## src/elp_map.svh

```systemverilog
/*
 * Offsets, field positions, counts and codes of the exception
 * and low-power controller. Assumes a 32-bit APB with byte addresses.
 */
// Operation
// - Finish current instruction before interrupt processing.
// - Take interrupt only if unmasked and enabled.
// - Highest-priority pending interrupt is served first.
// - Pending interrupt after return served before program.
// - Interrupt stacking leaves high index register out.
// - Software interrupt instruction ignores the mask.
// - Software pushes PC, hardware pushes PC minus one.
// - Reset overrides every interrupt, never arbitrated.
// - Break blocks flag clearing unless clear enable set.
// - Flag cleared during break stays cleared afterwards.
// - Two-step flags stay protected; clear after break. Here clear enable unblocks them too.
// - Wait and stop instructions clear interrupt mask.
// - Wait stops processor clocks, peripherals keep running.
// - Wait wake-up stacks one cycle after interrupt.
// - Reset or break ends wait; break sets exit flag.
// - Watchdog runs in wait unless disabled.
// - Stop resets counter and disables both clock outputs.
// - Stop ends on interrupt, reset, break; delayed stacking.
// - Recovery 4096 crystal cycles, or 32 when short.
// - Break ending stop sets the exit flag.
// - Counter held cleared in stop until recovery.
// - Twelve-bit counter on crystal clock falling edge.
// - Latched interrupt cannot be pre-empted before service.
// - Entry saves registers and sets interrupt mask.
// - Exit flag cleared by writing zero or reset.
`ifndef ELP_MAP_SVH
`define ELP_MAP_SVH

// --------------------------------------------------------------------
// Register offsets.
// --------------------------------------------------------------------
`define ELP_ADDR_BSR 8'h00
`define ELP_ADDR_BFCR 8'h04
`define ELP_ADDR_OPT 8'h08
`define ELP_ADDR_STAT 8'h0c

// --------------------------------------------------------------------
// Field positions.
// --------------------------------------------------------------------
`define ELP_BIT_EXIT 0
`define ELP_BIT_BREAK_FLAG_CLEAR_ENABLE 0
`define ELP_BIT_SHORT 0
`define ELP_BIT_WDDIS 1

// --------------------------------------------------------------------
// Counts and codes.
// --------------------------------------------------------------------
`define ELP_NSRC 8
`define ELP_VEC_SWI 4'h0
`define ELP_REC_LONG 12'hfff
`define ELP_REC_SHORT 12'h01f
`define ELP_CNT_ZERO 12'h000
`define ELP_CNT_ONE 12'h001

`endif

```

## src/elp_pkg.sv

```systemverilog
/*
 * Types shared by the exception and low-power controller.
 * Assumes elp_map.svh supplies the numeric constants.
 */
package elp_pkg;

    // Controller states, Gray coded along run, entry, wait, stop, recovery.
    typedef enum logic [2:0] {
        ELP_RUN = 3'h0,
        ELP_ENTRY = 3'h1,
        ELP_WAIT = 3'h3,
        ELP_STOP = 3'h2,
        ELP_RECOV = 3'h6
    } elp_state_t;

    // Software configuration bits.
    typedef struct packed {
        logic break_flag_clear_enable;
        logic short_recovery_select;
        logic watchdog_disable;
    } elp_cfg_t;

endpackage

```

## src/elp_recovery_counter.sv

```systemverilog
/*
 * Twelve-bit stop recovery counter advanced on falling crystal edges.
 * Assumes the crystal clock is a synchronous input, slower than i_clk.
 */
`timescale 1ns/1ps
`include "elp_map.svh"

module elp_recovery_counter (
    // Clock and reset.
    input wire logic i_clk,
    input wire logic i_rst_n,
    // Control.
    input wire logic i_clear,
    input wire logic i_crystal_clock,
    input wire logic i_short,
    // Result.
    output logic o_done
);

    logic [11:0] count; // Crystal cycles elapsed since the wake event.
    logic xtal_q; // Crystal level one clock earlier.
    logic fall; // A falling crystal edge was seen.
    logic [11:0] term; // Selected terminal count.

    // ----------------------------------------------------------------
    // Edge detect and terminal select.
    // ----------------------------------------------------------------

    // The crystal is sampled, so it must be well below half of i_clk.
    always_ff @(posedge i_clk) begin
        if (!i_rst_n) begin
            xtal_q <= 1'b0;
        end else begin
            xtal_q <= i_crystal_clock;
        end
    end

    assign fall = xtal_q & ~i_crystal_clock;
    assign term = i_short ? `ELP_REC_SHORT : `ELP_REC_LONG;

    // ----------------------------------------------------------------
    // Counter.
    // ----------------------------------------------------------------

    // Held at zero while cleared, then counts until the terminal value.
    always_ff @(posedge i_clk) begin
        if (!i_rst_n || i_clear) begin
            count <= `ELP_CNT_ZERO;
            o_done <= 1'b0;
        end else if (fall && !o_done) begin
            count <= count + `ELP_CNT_ONE;
            o_done <= (count == term);
        end
    end

endmodule // elp_recovery_counter

```

## src/elp_exception_ctrl.sv

```systemverilog
/*
 * Exception sequencing and low-power control for an 8-bit core:
 * interrupt arbitration at instruction boundaries, break entry, flag
 * protection in break, wait and stop with timed stop recovery.
 * Assumes the core reports instruction completion, executed special
 * instructions, its mask bit and the end of stacking, all synchronous.
 */
// Design decisions made here: the register offsets and the APB slave port.
`timescale 1ns/1ps
`include "elp_map.svh"

module elp_exception_ctrl (
    // Clock and reset.
    input wire logic i_clk,
    input wire logic i_rst_n,
    // APB slave.
    input wire logic i_psel,
    input wire logic i_penable,
    input wire logic i_pwrite,
    input wire logic [7:0] i_paddr,
    input wire logic [31:0] i_pwdata,
    output logic o_pready,
    output logic o_pslverr,
    output logic [31:0] o_prdata,
    // Core status.
    input wire logic i_instr_done,
    input wire logic i_imask,
    input wire logic i_swi_exec,
    input wire logic i_wait_exec,
    input wire logic i_stop_exec,
    input wire logic i_stack_done,
    input wire logic i_break_rti,
    // Event sources.
    input wire logic [`ELP_NSRC-1:0] i_irq_req,
    input wire logic [`ELP_NSRC-1:0] i_irq_en,
    input wire logic i_break_req,
    input wire logic i_sys_reset,
    input wire logic i_crystal_clock,
    // Core control.
    output logic o_int_start,
    output logic [3:0] o_vector_sel,
    output logic o_push_pc_minus1,
    output logic o_stack_h,
    output logic o_set_imask,
    output logic o_clr_imask,
    // Clock gating and system.
    output logic o_cpu_clk_en,
    output logic o_periph_clk_en,
    output logic o_base_clk_en,
    output logic o_xtal_clk_en,
    output logic o_watchdog_run,
    output logic o_break_state,
    output logic o_flag_clear_allow,
    output logic o_break_exit_flag
);

    // ----------------------------------------------------------------
    // Declarations.
    // ----------------------------------------------------------------
    elp_pkg::elp_state_t state; // Current controller state.
    elp_pkg::elp_state_t next_state; // State for the next edge.
    elp_pkg::elp_cfg_t cfg; // Software configuration.
    logic [`ELP_NSRC-1:0] pend; // Requests that are also enabled.
    logic [3:0] next_vec; // Vector chosen for a new entry.
    logic next_minus1; // Push PC minus one for a new entry.
    logic next_brk; // The new entry is a break.
    logic next_exit; // Break ends wait or stop this cycle.
    logic next_clr; // Wait or stop instruction taken.
    logic wake_brk; // Stop was left by a break.
    logic rec_done; // Recovery count finished.
    logic setup; // APB setup phase.
    logic wr_ok; // APB write takes effect.

    // Lowest index wins; zero means nothing pending.
    function automatic logic [3:0] pick(input logic [`ELP_NSRC-1:0] p);
        logic [3:0] r;
        r = `ELP_VEC_SWI;
        for (int i = `ELP_NSRC - 1; i >= 0; i--) begin
            if (p[i]) begin
                r = 4'(i + 1);
            end
        end
        return r;
    endfunction

    assign pend = i_irq_req & i_irq_en;
    assign setup = i_psel & ~i_penable;
    assign wr_ok = i_psel & i_penable & o_pready & i_pwrite;

    // ----------------------------------------------------------------
    // Sequencer.
    // ----------------------------------------------------------------

    // Decisions in run happen only at instruction completion, so a running
    // instruction is never cut short by a hardware request.
    always_comb begin
        next_state = state;
        next_vec = o_vector_sel;
        next_minus1 = o_push_pc_minus1;
        next_brk = 1'b0;
        next_exit = 1'b0;
        next_clr = 1'b0;
        case (state)
            elp_pkg::ELP_RUN: begin
                if (i_instr_done) begin
                    if (i_break_req) begin
                        next_state = elp_pkg::ELP_ENTRY;
                        next_vec = `ELP_VEC_SWI;
                        next_minus1 = 1'b0;
                        next_brk = 1'b1;
                    end else if (i_swi_exec) begin
                        next_state = elp_pkg::ELP_ENTRY;
                        next_vec = `ELP_VEC_SWI;
                        next_minus1 = 1'b0;
                    end else if (!i_imask && (pend != '0)) begin
                        // A return is itself a boundary, so a request
                        // left pending is taken before the next opcode.
                        next_state = elp_pkg::ELP_ENTRY;
                        next_vec = pick(pend);
                        next_minus1 = 1'b1;
                    end else if (i_wait_exec) begin
                        next_state = elp_pkg::ELP_WAIT;
                        next_clr = 1'b1;
                    end else if (i_stop_exec) begin
                        next_state = elp_pkg::ELP_STOP;
                        next_clr = 1'b1;
                    end
                end
            end
            elp_pkg::ELP_ENTRY: begin
                // The latched vector is held until stacking ends.
                if (i_stack_done) begin
                    next_state = elp_pkg::ELP_RUN;
                end
            end
            elp_pkg::ELP_WAIT: begin
                if (i_break_req) begin
                    next_state = elp_pkg::ELP_ENTRY;
                    next_vec = `ELP_VEC_SWI;
                    next_minus1 = 1'b0;
                    next_brk = 1'b1;
                    next_exit = 1'b1;
                end else if (pend != '0) begin
                    next_state = elp_pkg::ELP_ENTRY;
                    next_vec = pick(pend);
                    next_minus1 = 1'b1;
                end
            end
            elp_pkg::ELP_STOP: begin
                if (i_break_req || (pend != '0)) begin
                    next_state = elp_pkg::ELP_RECOV;
                    next_exit = i_break_req;
                end
            end
            elp_pkg::ELP_RECOV: begin
                // Stacking waits for the full recovery period.
                if (rec_done) begin
                    if (wake_brk) begin
                        next_state = elp_pkg::ELP_ENTRY;
                        next_vec = `ELP_VEC_SWI;
                        next_minus1 = 1'b0;
                        next_brk = 1'b1;
                    end else if (pend != '0) begin
                        next_state = elp_pkg::ELP_ENTRY;
                        next_vec = pick(pend);
                        next_minus1 = 1'b1;
                    end else begin
                        next_state = elp_pkg::ELP_RUN;
                    end
                end
            end
            default: begin
                next_state = elp_pkg::ELP_RUN;
            end
        endcase
    end

    // State, latched vector and entry strobes; any reset source wins.
    always_ff @(posedge i_clk) begin
        if (!i_rst_n || i_sys_reset) begin
            state <= elp_pkg::ELP_RUN;
            o_vector_sel <= `ELP_VEC_SWI;
            o_push_pc_minus1 <= 1'b0;
            o_int_start <= 1'b0;
            o_set_imask <= 1'b0;
            o_clr_imask <= 1'b0;
        end else begin
            state <= next_state;
            o_vector_sel <= next_vec;
            o_push_pc_minus1 <= next_minus1;
            o_int_start <= (next_state == elp_pkg::ELP_ENTRY) &&
                           (state != elp_pkg::ELP_ENTRY);
            o_set_imask <= (next_state == elp_pkg::ELP_ENTRY) &&
                           (state != elp_pkg::ELP_ENTRY);
            o_clr_imask <= next_clr;
        end
    end

    // The high index register is never stacked by hardware.
    always_ff @(posedge i_clk) begin
        o_stack_h <= 1'b0;
    end

    // Remember whether stop was left by a break.
    always_ff @(posedge i_clk) begin
        if (!i_rst_n || i_sys_reset) begin
            wake_brk <= 1'b0;
        end else if (state == elp_pkg::ELP_STOP) begin
            wake_brk <= i_break_req;
        end
    end

    // ----------------------------------------------------------------
    // Clock gating and watchdog.
    // ----------------------------------------------------------------

    // Gates follow the next state so they line up with the state flop.
    always_ff @(posedge i_clk) begin
        if (!i_rst_n || i_sys_reset) begin
            o_cpu_clk_en <= 1'b1;
            o_periph_clk_en <= 1'b1;
            o_base_clk_en <= 1'b1;
            o_xtal_clk_en <= 1'b1;
            o_watchdog_run <= 1'b0;
        end else begin
            o_cpu_clk_en <= (next_state == elp_pkg::ELP_RUN) ||
                            (next_state == elp_pkg::ELP_ENTRY);
            o_periph_clk_en <= (next_state != elp_pkg::ELP_STOP) &&
                               (next_state != elp_pkg::ELP_RECOV);
            o_base_clk_en <= (next_state != elp_pkg::ELP_STOP) &&
                             (next_state != elp_pkg::ELP_RECOV);
            o_xtal_clk_en <= (next_state != elp_pkg::ELP_STOP) &&
                             (next_state != elp_pkg::ELP_RECOV);
            // Still counting in wait; halted with the clocks in stop.
            o_watchdog_run <= !cfg.watchdog_disable &&
                              (o_cpu_clk_en || o_periph_clk_en);
        end
    end

    // ----------------------------------------------------------------
    // Stop recovery counter.
    // ----------------------------------------------------------------
    elp_recovery_counter u_rec (
        .i_clk(i_clk),
        .i_rst_n(i_rst_n),
        .i_clear(state != elp_pkg::ELP_RECOV),
        .i_crystal_clock(i_crystal_clock),
        .i_short(cfg.short_recovery_select),
        .o_done(rec_done)
    );

    // ----------------------------------------------------------------
    // Break state and flag protection.
    // ----------------------------------------------------------------

    // Break state lasts from break entry to the return from its routine.
    always_ff @(posedge i_clk) begin
        if (!i_rst_n || i_sys_reset) begin
            o_break_state <= 1'b0;
        end else if (next_brk) begin
            o_break_state <= 1'b1;
        end else if (i_break_rti) begin
            o_break_state <= 1'b0;
        end
    end

    // Peripherals only clear flags, or finish a two-step clear, while
    // this is high; a flag cleared here is simply not set again.
    always_ff @(posedge i_clk) begin
        if (!i_rst_n || i_sys_reset) begin
            o_flag_clear_allow <= 1'b1;
        end else begin
            o_flag_clear_allow <= !o_break_state || cfg.break_flag_clear_enable;
        end
    end

    // Exit flag: a break setting it beats a write of zero.
    always_ff @(posedge i_clk) begin
        if (!i_rst_n || i_sys_reset) begin
            o_break_exit_flag <= 1'b0;
        end else if (next_exit) begin
            o_break_exit_flag <= 1'b1;
        end else if (wr_ok && (i_paddr == `ELP_ADDR_BSR) &&
                     !i_pwdata[`ELP_BIT_EXIT]) begin
            o_break_exit_flag <= 1'b0;
        end
    end

    // ----------------------------------------------------------------
    // APB slave.
    // ----------------------------------------------------------------

    // One wait state: pready rises in the second access cycle.
    always_ff @(posedge i_clk) begin
        if (!i_rst_n) begin
            o_pready <= 1'b0;
            o_pslverr <= 1'b0;
        end else begin
            o_pready <= i_psel && i_penable && !o_pready;
            o_pslverr <= i_psel && i_penable && !o_pready &&
                         (i_paddr != `ELP_ADDR_BSR) && (i_paddr != `ELP_ADDR_BFCR) &&
                         (i_paddr != `ELP_ADDR_OPT) && (i_paddr != `ELP_ADDR_STAT);
        end
    end

    // Configuration writes.
    always_ff @(posedge i_clk) begin
        if (!i_rst_n) begin
            cfg <= '0;
        end else if (wr_ok && (i_paddr == `ELP_ADDR_BFCR)) begin
            cfg.break_flag_clear_enable <= i_pwdata[`ELP_BIT_BREAK_FLAG_CLEAR_ENABLE];
        end else if (wr_ok && (i_paddr == `ELP_ADDR_OPT)) begin
            cfg.short_recovery_select <= i_pwdata[`ELP_BIT_SHORT];
            cfg.watchdog_disable <= i_pwdata[`ELP_BIT_WDDIS];
        end
    end

    // Read data is captured in setup; unmapped reads return zero.
    always_ff @(posedge i_clk) begin
        if (!i_rst_n) begin
            o_prdata <= '0;
        end else if (setup) begin
            case (i_paddr)
                `ELP_ADDR_BSR: o_prdata <= {31'h0, o_break_exit_flag};
                `ELP_ADDR_BFCR: o_prdata <= {31'h0, cfg.break_flag_clear_enable};
                `ELP_ADDR_OPT: o_prdata <= {30'h0, cfg.watchdog_disable,
                                            cfg.short_recovery_select};
                `ELP_ADDR_STAT: o_prdata <= {24'h0, o_vector_sel,
                                             o_break_state, state};
                default: o_prdata <= '0;
            endcase
        end
    end
endmodule // elp_exception_ctrl

```

## config.mk

```make
export PLATFORM = sky130hd
export DESIGN_NAME = elp_exception_ctrl
export DESIGN_NICKNAME = d
export VERILOG_FILES = /design/src/elp_pkg.sv /design/src/elp_recovery_counter.sv /design/src/elp_exception_ctrl.sv
export VERILOG_INCLUDE_DIRS = /design/src
export SDC_FILE = /design/constraint.sdc
export NUM_CORES = 1
export LEC_CHECK = 0
export ABC_AREA = 1
export BUFFER_PORTS_ARGS = -buffer_cell sky130_fd_sc_hd__clkbuf_2
export CAP_MARGIN = 5
export CELL_PAD_IN_SITES_DETAIL_PLACEMENT = 0
export CELL_PAD_IN_SITES_GLOBAL_PLACEMENT = 1
export CORE_MARGIN = 3
export CORE_UTILIZATION = 27
export CTS_CLUSTER_SIZE = 12
export DETAILED_ROUTE_END_ITERATION = 12
export GPL_ROUTABILITY_DRIVEN = 0
export PLACE_DENSITY_LB_ADDON = 0.15
export SKIP_CTS_REPAIR_TIMING = 1
export SLEW_MARGIN = 30
export SYNTH_ARGS = -nofsm -noshare
export SYNTH_HDL_FRONTEND = slang
export SYNTH_SLANG_ARGS = --single-unit
```

## constraint.sdc

```tcl
create_clock -name i_clk -period 1.35 [get_ports i_clk]
set_input_delay 0.2025 -clock i_clk [delete_from_list [all_inputs] [get_ports i_clk]]
set_output_delay 0.2025 -clock i_clk [all_outputs]
set_load 0.02 [all_outputs]
```

==> impl_metrics.sql <==
INSERT INTO impl_metrics (metric_group, metric, value, unit) VALUES
('run_status', 'status', 'complete, but fails checks', ''),
('run_status', 'failed_checks', 'setup timing', ''),
('timing', 'min_period_over_period', '1.10', ''),
('final_layout', 'layout-drive-gt1-share', '0.389', ''),
('critical_path', 'timing.critical_path.cells', 'buf_6, nor3_4, inv_2, or2_4, nand2_4, o21ai_2, a21oi_4, nand2_2', ''),
('critical_path', 'critPathSlowestCell', 'sky130_fd_sc_hd__dfxtp_4', ''),
('floorplanning', 'die_h', '99.4', 'µm'),
('floorplanning', 'die_area', '9890', 'µm²'),
('global_routing', 'grt_pass1_wl', '10200', 'µm'),
('critical_path', 'timing.setup.critical_path_class', 'register to register', ''),
('timing', 'slack_of_the_critical_path', '-134', 'ps'),
('timing', 'finalCriticalPeriod', '1480', 'ps'),
('synth', 'ys_ff_latch', '44', ''),
('floorplanning', 'core.rowCount', '33', ''),
('final_layout', 'mostFrequentLayoutCells', '66 x sky130_fd_sc_hd__clkbuf_2, 64 x sky130_fd_sc_hd__nand2_1, 44 x sky130_fd_sc_hd__buf_4', ''),
('power_and_ir_drop', 'switching_power_of_the_nets', '0.772', 'mW'),
('routing', 'detailedRoute.firstIterationViolations', '58', ''),
('floorplanning', 'core_area', '8340', 'µm²'),
('routing', 'top_layer_used', 'met4', ''),
('synth', 'postSynthAreaPerCell', '6.83', 'µm²'),
('cts', 'cts_max_level', '2', ''),
('synth', 'ys.warnings.count', '0', ''),
('critical_path', 'worst_ep_arrival_time', '1680', 'ps'),
('place', 'dpl.hpwl', '4910', 'µm'),
('place', 'cell_area_placed', '3010', 'µm²'),
('final_layout', 'area_growth', '43.1', '%'),
('routing', 'vias', '2445', ''),
('floorplanning', 'floorplan.die.width', '99.4', 'µm'),
('critical_path', 'worst_setup_path_end_kind', 'register', ''),
('critical_path', 'crit_fanout', '6', ''),
('global_routing', 'grt_start_max_net_pins', '14', ''),
('routing', 'met2_length', '2770', 'µm'),
('cts', 'ctsLongestPathBuffers', '2', ''),
('floorplanning', 'initial_standard_cell_utilization_of_the_core', '0.283', ''),
('critical_path', 'critical_path.startpoint_type', 'register', ''),
('routing', 'drt-vias-per-instance', '4.33', ''),
('critical_path', 'max_stage_delay', '380', 'ps'),
('power_and_ir_drop', 'seq_power_share', '0.470', ''),
('timing', 'grt_setup_unrepaired', 'yes', ''),
('job', 'cap_violations', '0', ''),
('worst_hold_path', 'timing.hold.worst.class', 'input port to register', ''),
('power_and_ir_drop', 'cellInternalPower', '2.04', 'mW'),
('synth', 'synthCells', '345', ''),
('cts', 'clock_latency', '300', 'ps'),
('place', 'post-place-ws', '-133', 'ps'),
('timing', 'finalHoldViolCount', '0', ''),
('synth', 'synth_edf_count', '0', ''),
('final_layout', 'diodes', '0', ''),
('cts', 'cts_root_buf', 'sky130_fd_sc_hd__clkbuf_8', ''),
('power_and_ir_drop', 'clkPwrFrac', '0.365', ''),
('routing', 'met3_wire_len', '354', 'µm'),
('global_routing', 'grt_pass1_vias', '2205', ''),
('final_layout', 'postLayoutCellArea', '3370', 'µm²'),
('power_and_ir_drop', 'power_frac_comb', '0.165', ''),
('routing', 'route.detailed.wl_per_inst', '11.1', 'µm'),
('critical_path', 'crit_required', '1550', 'ps'),
('power_and_ir_drop', 'swShare', '0.274', ''),
('routing', 'wl_met1', '3040', 'µm'),
('timing', 'clock_skew', '4.50', 'ps'),
('critical_path', 'timing.reg2reg.setup_slack', '-130', 'ps'),
('synth', 'proportion_of_synthesized_chip_area_in_sequential_cells', '0.374', ''),
('place', 'io_buffers', '66', ''),
('routing', 'postRouteWirelength', '6250', 'µm'),
('floorplanning', 'pin_count', '122', ''),
('final_layout', 'final_common_cell', 'sky130_fd_sc_hd__clkbuf_2', ''),
('global_routing', 'gr-total-overflow', '0', ''),
('synth', 'synthDistinctLibCells', '34', ''),
('routing', 'detailedRoute.firstPassIterationCount', '4', ''),
('timing', 'fmax', '674', 'MHz'),
('cts', 'tritoncts', 'built', ''),
('timing', 'number_of_endpoints_failing_setup_at_the_final_stage', '9', '');
## path summary, 6_finish.rpt
| kind | endpoint | startpoint | cells past startpoint |
|---|---|---|---|
| worst min register to register | o_flag_clear_allow | cfg[2] | 2 |
| worst max-delay path | o_xtal_clk_en | state[1] | 8 |
| worst min-delay path | o_flag_clear_allow | i_sys_reset | 3 |
| worst max register to register | o_xtal_clk_en | state[1] | 8 |
## layout make-up
| type | count | area [µm²] |
|---|---|---|
| fill | 915 | 4970 |
| tap | 105 | 131 |
| clock inverter | 2 | 35.0 |
| clock buffer | 6 | 72.6 |
| inverter | 47 | 179 |
| sequential | 44 | 902 |
| multi-input combinational | 247 | 1350 |
| timing repair buffer | 114 | 706 |
## synth_stat cells, drive strengths merged, types with 2 or more instances
cell	count	share of area
o21ai	22	0.048
nor4	2	0.0053
buf	28	0.089
nand3	23	0.051
or2	3	0.0090
nor3	8	0.019
nand3b	2	0.0064
nand4	9	0.027
xor2	2	0.0074
inv	47	0.075
nor2	42	0.071
dfxtp	44	0.37
a21oi	26	0.060
nand2	76	0.12
clkbuf	3	0.0090
a31oi	2	0.0053
## cell families after synthesis
| group | after synthesis | share of synthesized area |
|---|---|---|
| AO/OA/AOI/OAI | 54 | 0.127 |
| XOR/XNOR | 2 | 0.00743 |
| adder cells (fa/ha/maj) | 1 | 0.00531 |
| buffers and inverters | 78 | 0.173 |
| flip-flops | 44 | 0.374 |
| other | 1 | 0.00159 |
| AND/OR/NAND/NOR | 165 | 0.312 |
## stage by stage
step / hold WS, ps / utilization / power [mW] / std cells / setup TNS [ps]
final: 126 / 0.404 / 2.82 / 565 / -450
after global routing: 129 / 0.404 / 2.95 / 565 / -1630
after CTS: 131 / 0.374 / 2.79 / 560 / -1100
after detailed placement: 434 / 0.361 / 1.78 / 552 / -978
after global placement: 434 / 0.361 / 1.78 / 552 / -940
after floorplan: 296 / - / 1.65 / 369 / 0
## power groups by stage
stage               registers, mW  clock network, mW  logic, mW
floorplan                    1.37                  0      0.284
global placement             1.36                  0      0.416
detailed placement           1.36                  0      0.415
CTS                          1.33               1.04      0.417
global route                 1.33               1.11      0.514
finish                       1.32               1.03      0.464
## worst min-delay path, delay by kind of cell
family	cells	cell delay, ps
and+or+nand+nor	2	120
buffers and inverters	1	80
## flip-flops by register name, summed over array words and instances (netlist names), 3 cells and up
name	count
u_rec.count	12
cfg	3
state	3
o_vector_sel	4
o_prdata	8
## routing by layer
layer  vias up  track usage
li1       1284            -
met1      1082        0.182
met2        73        0.191
met3         6       0.0259
met4         0       0.0378
met5         -            0
Power figures use the tool's default switching activity.
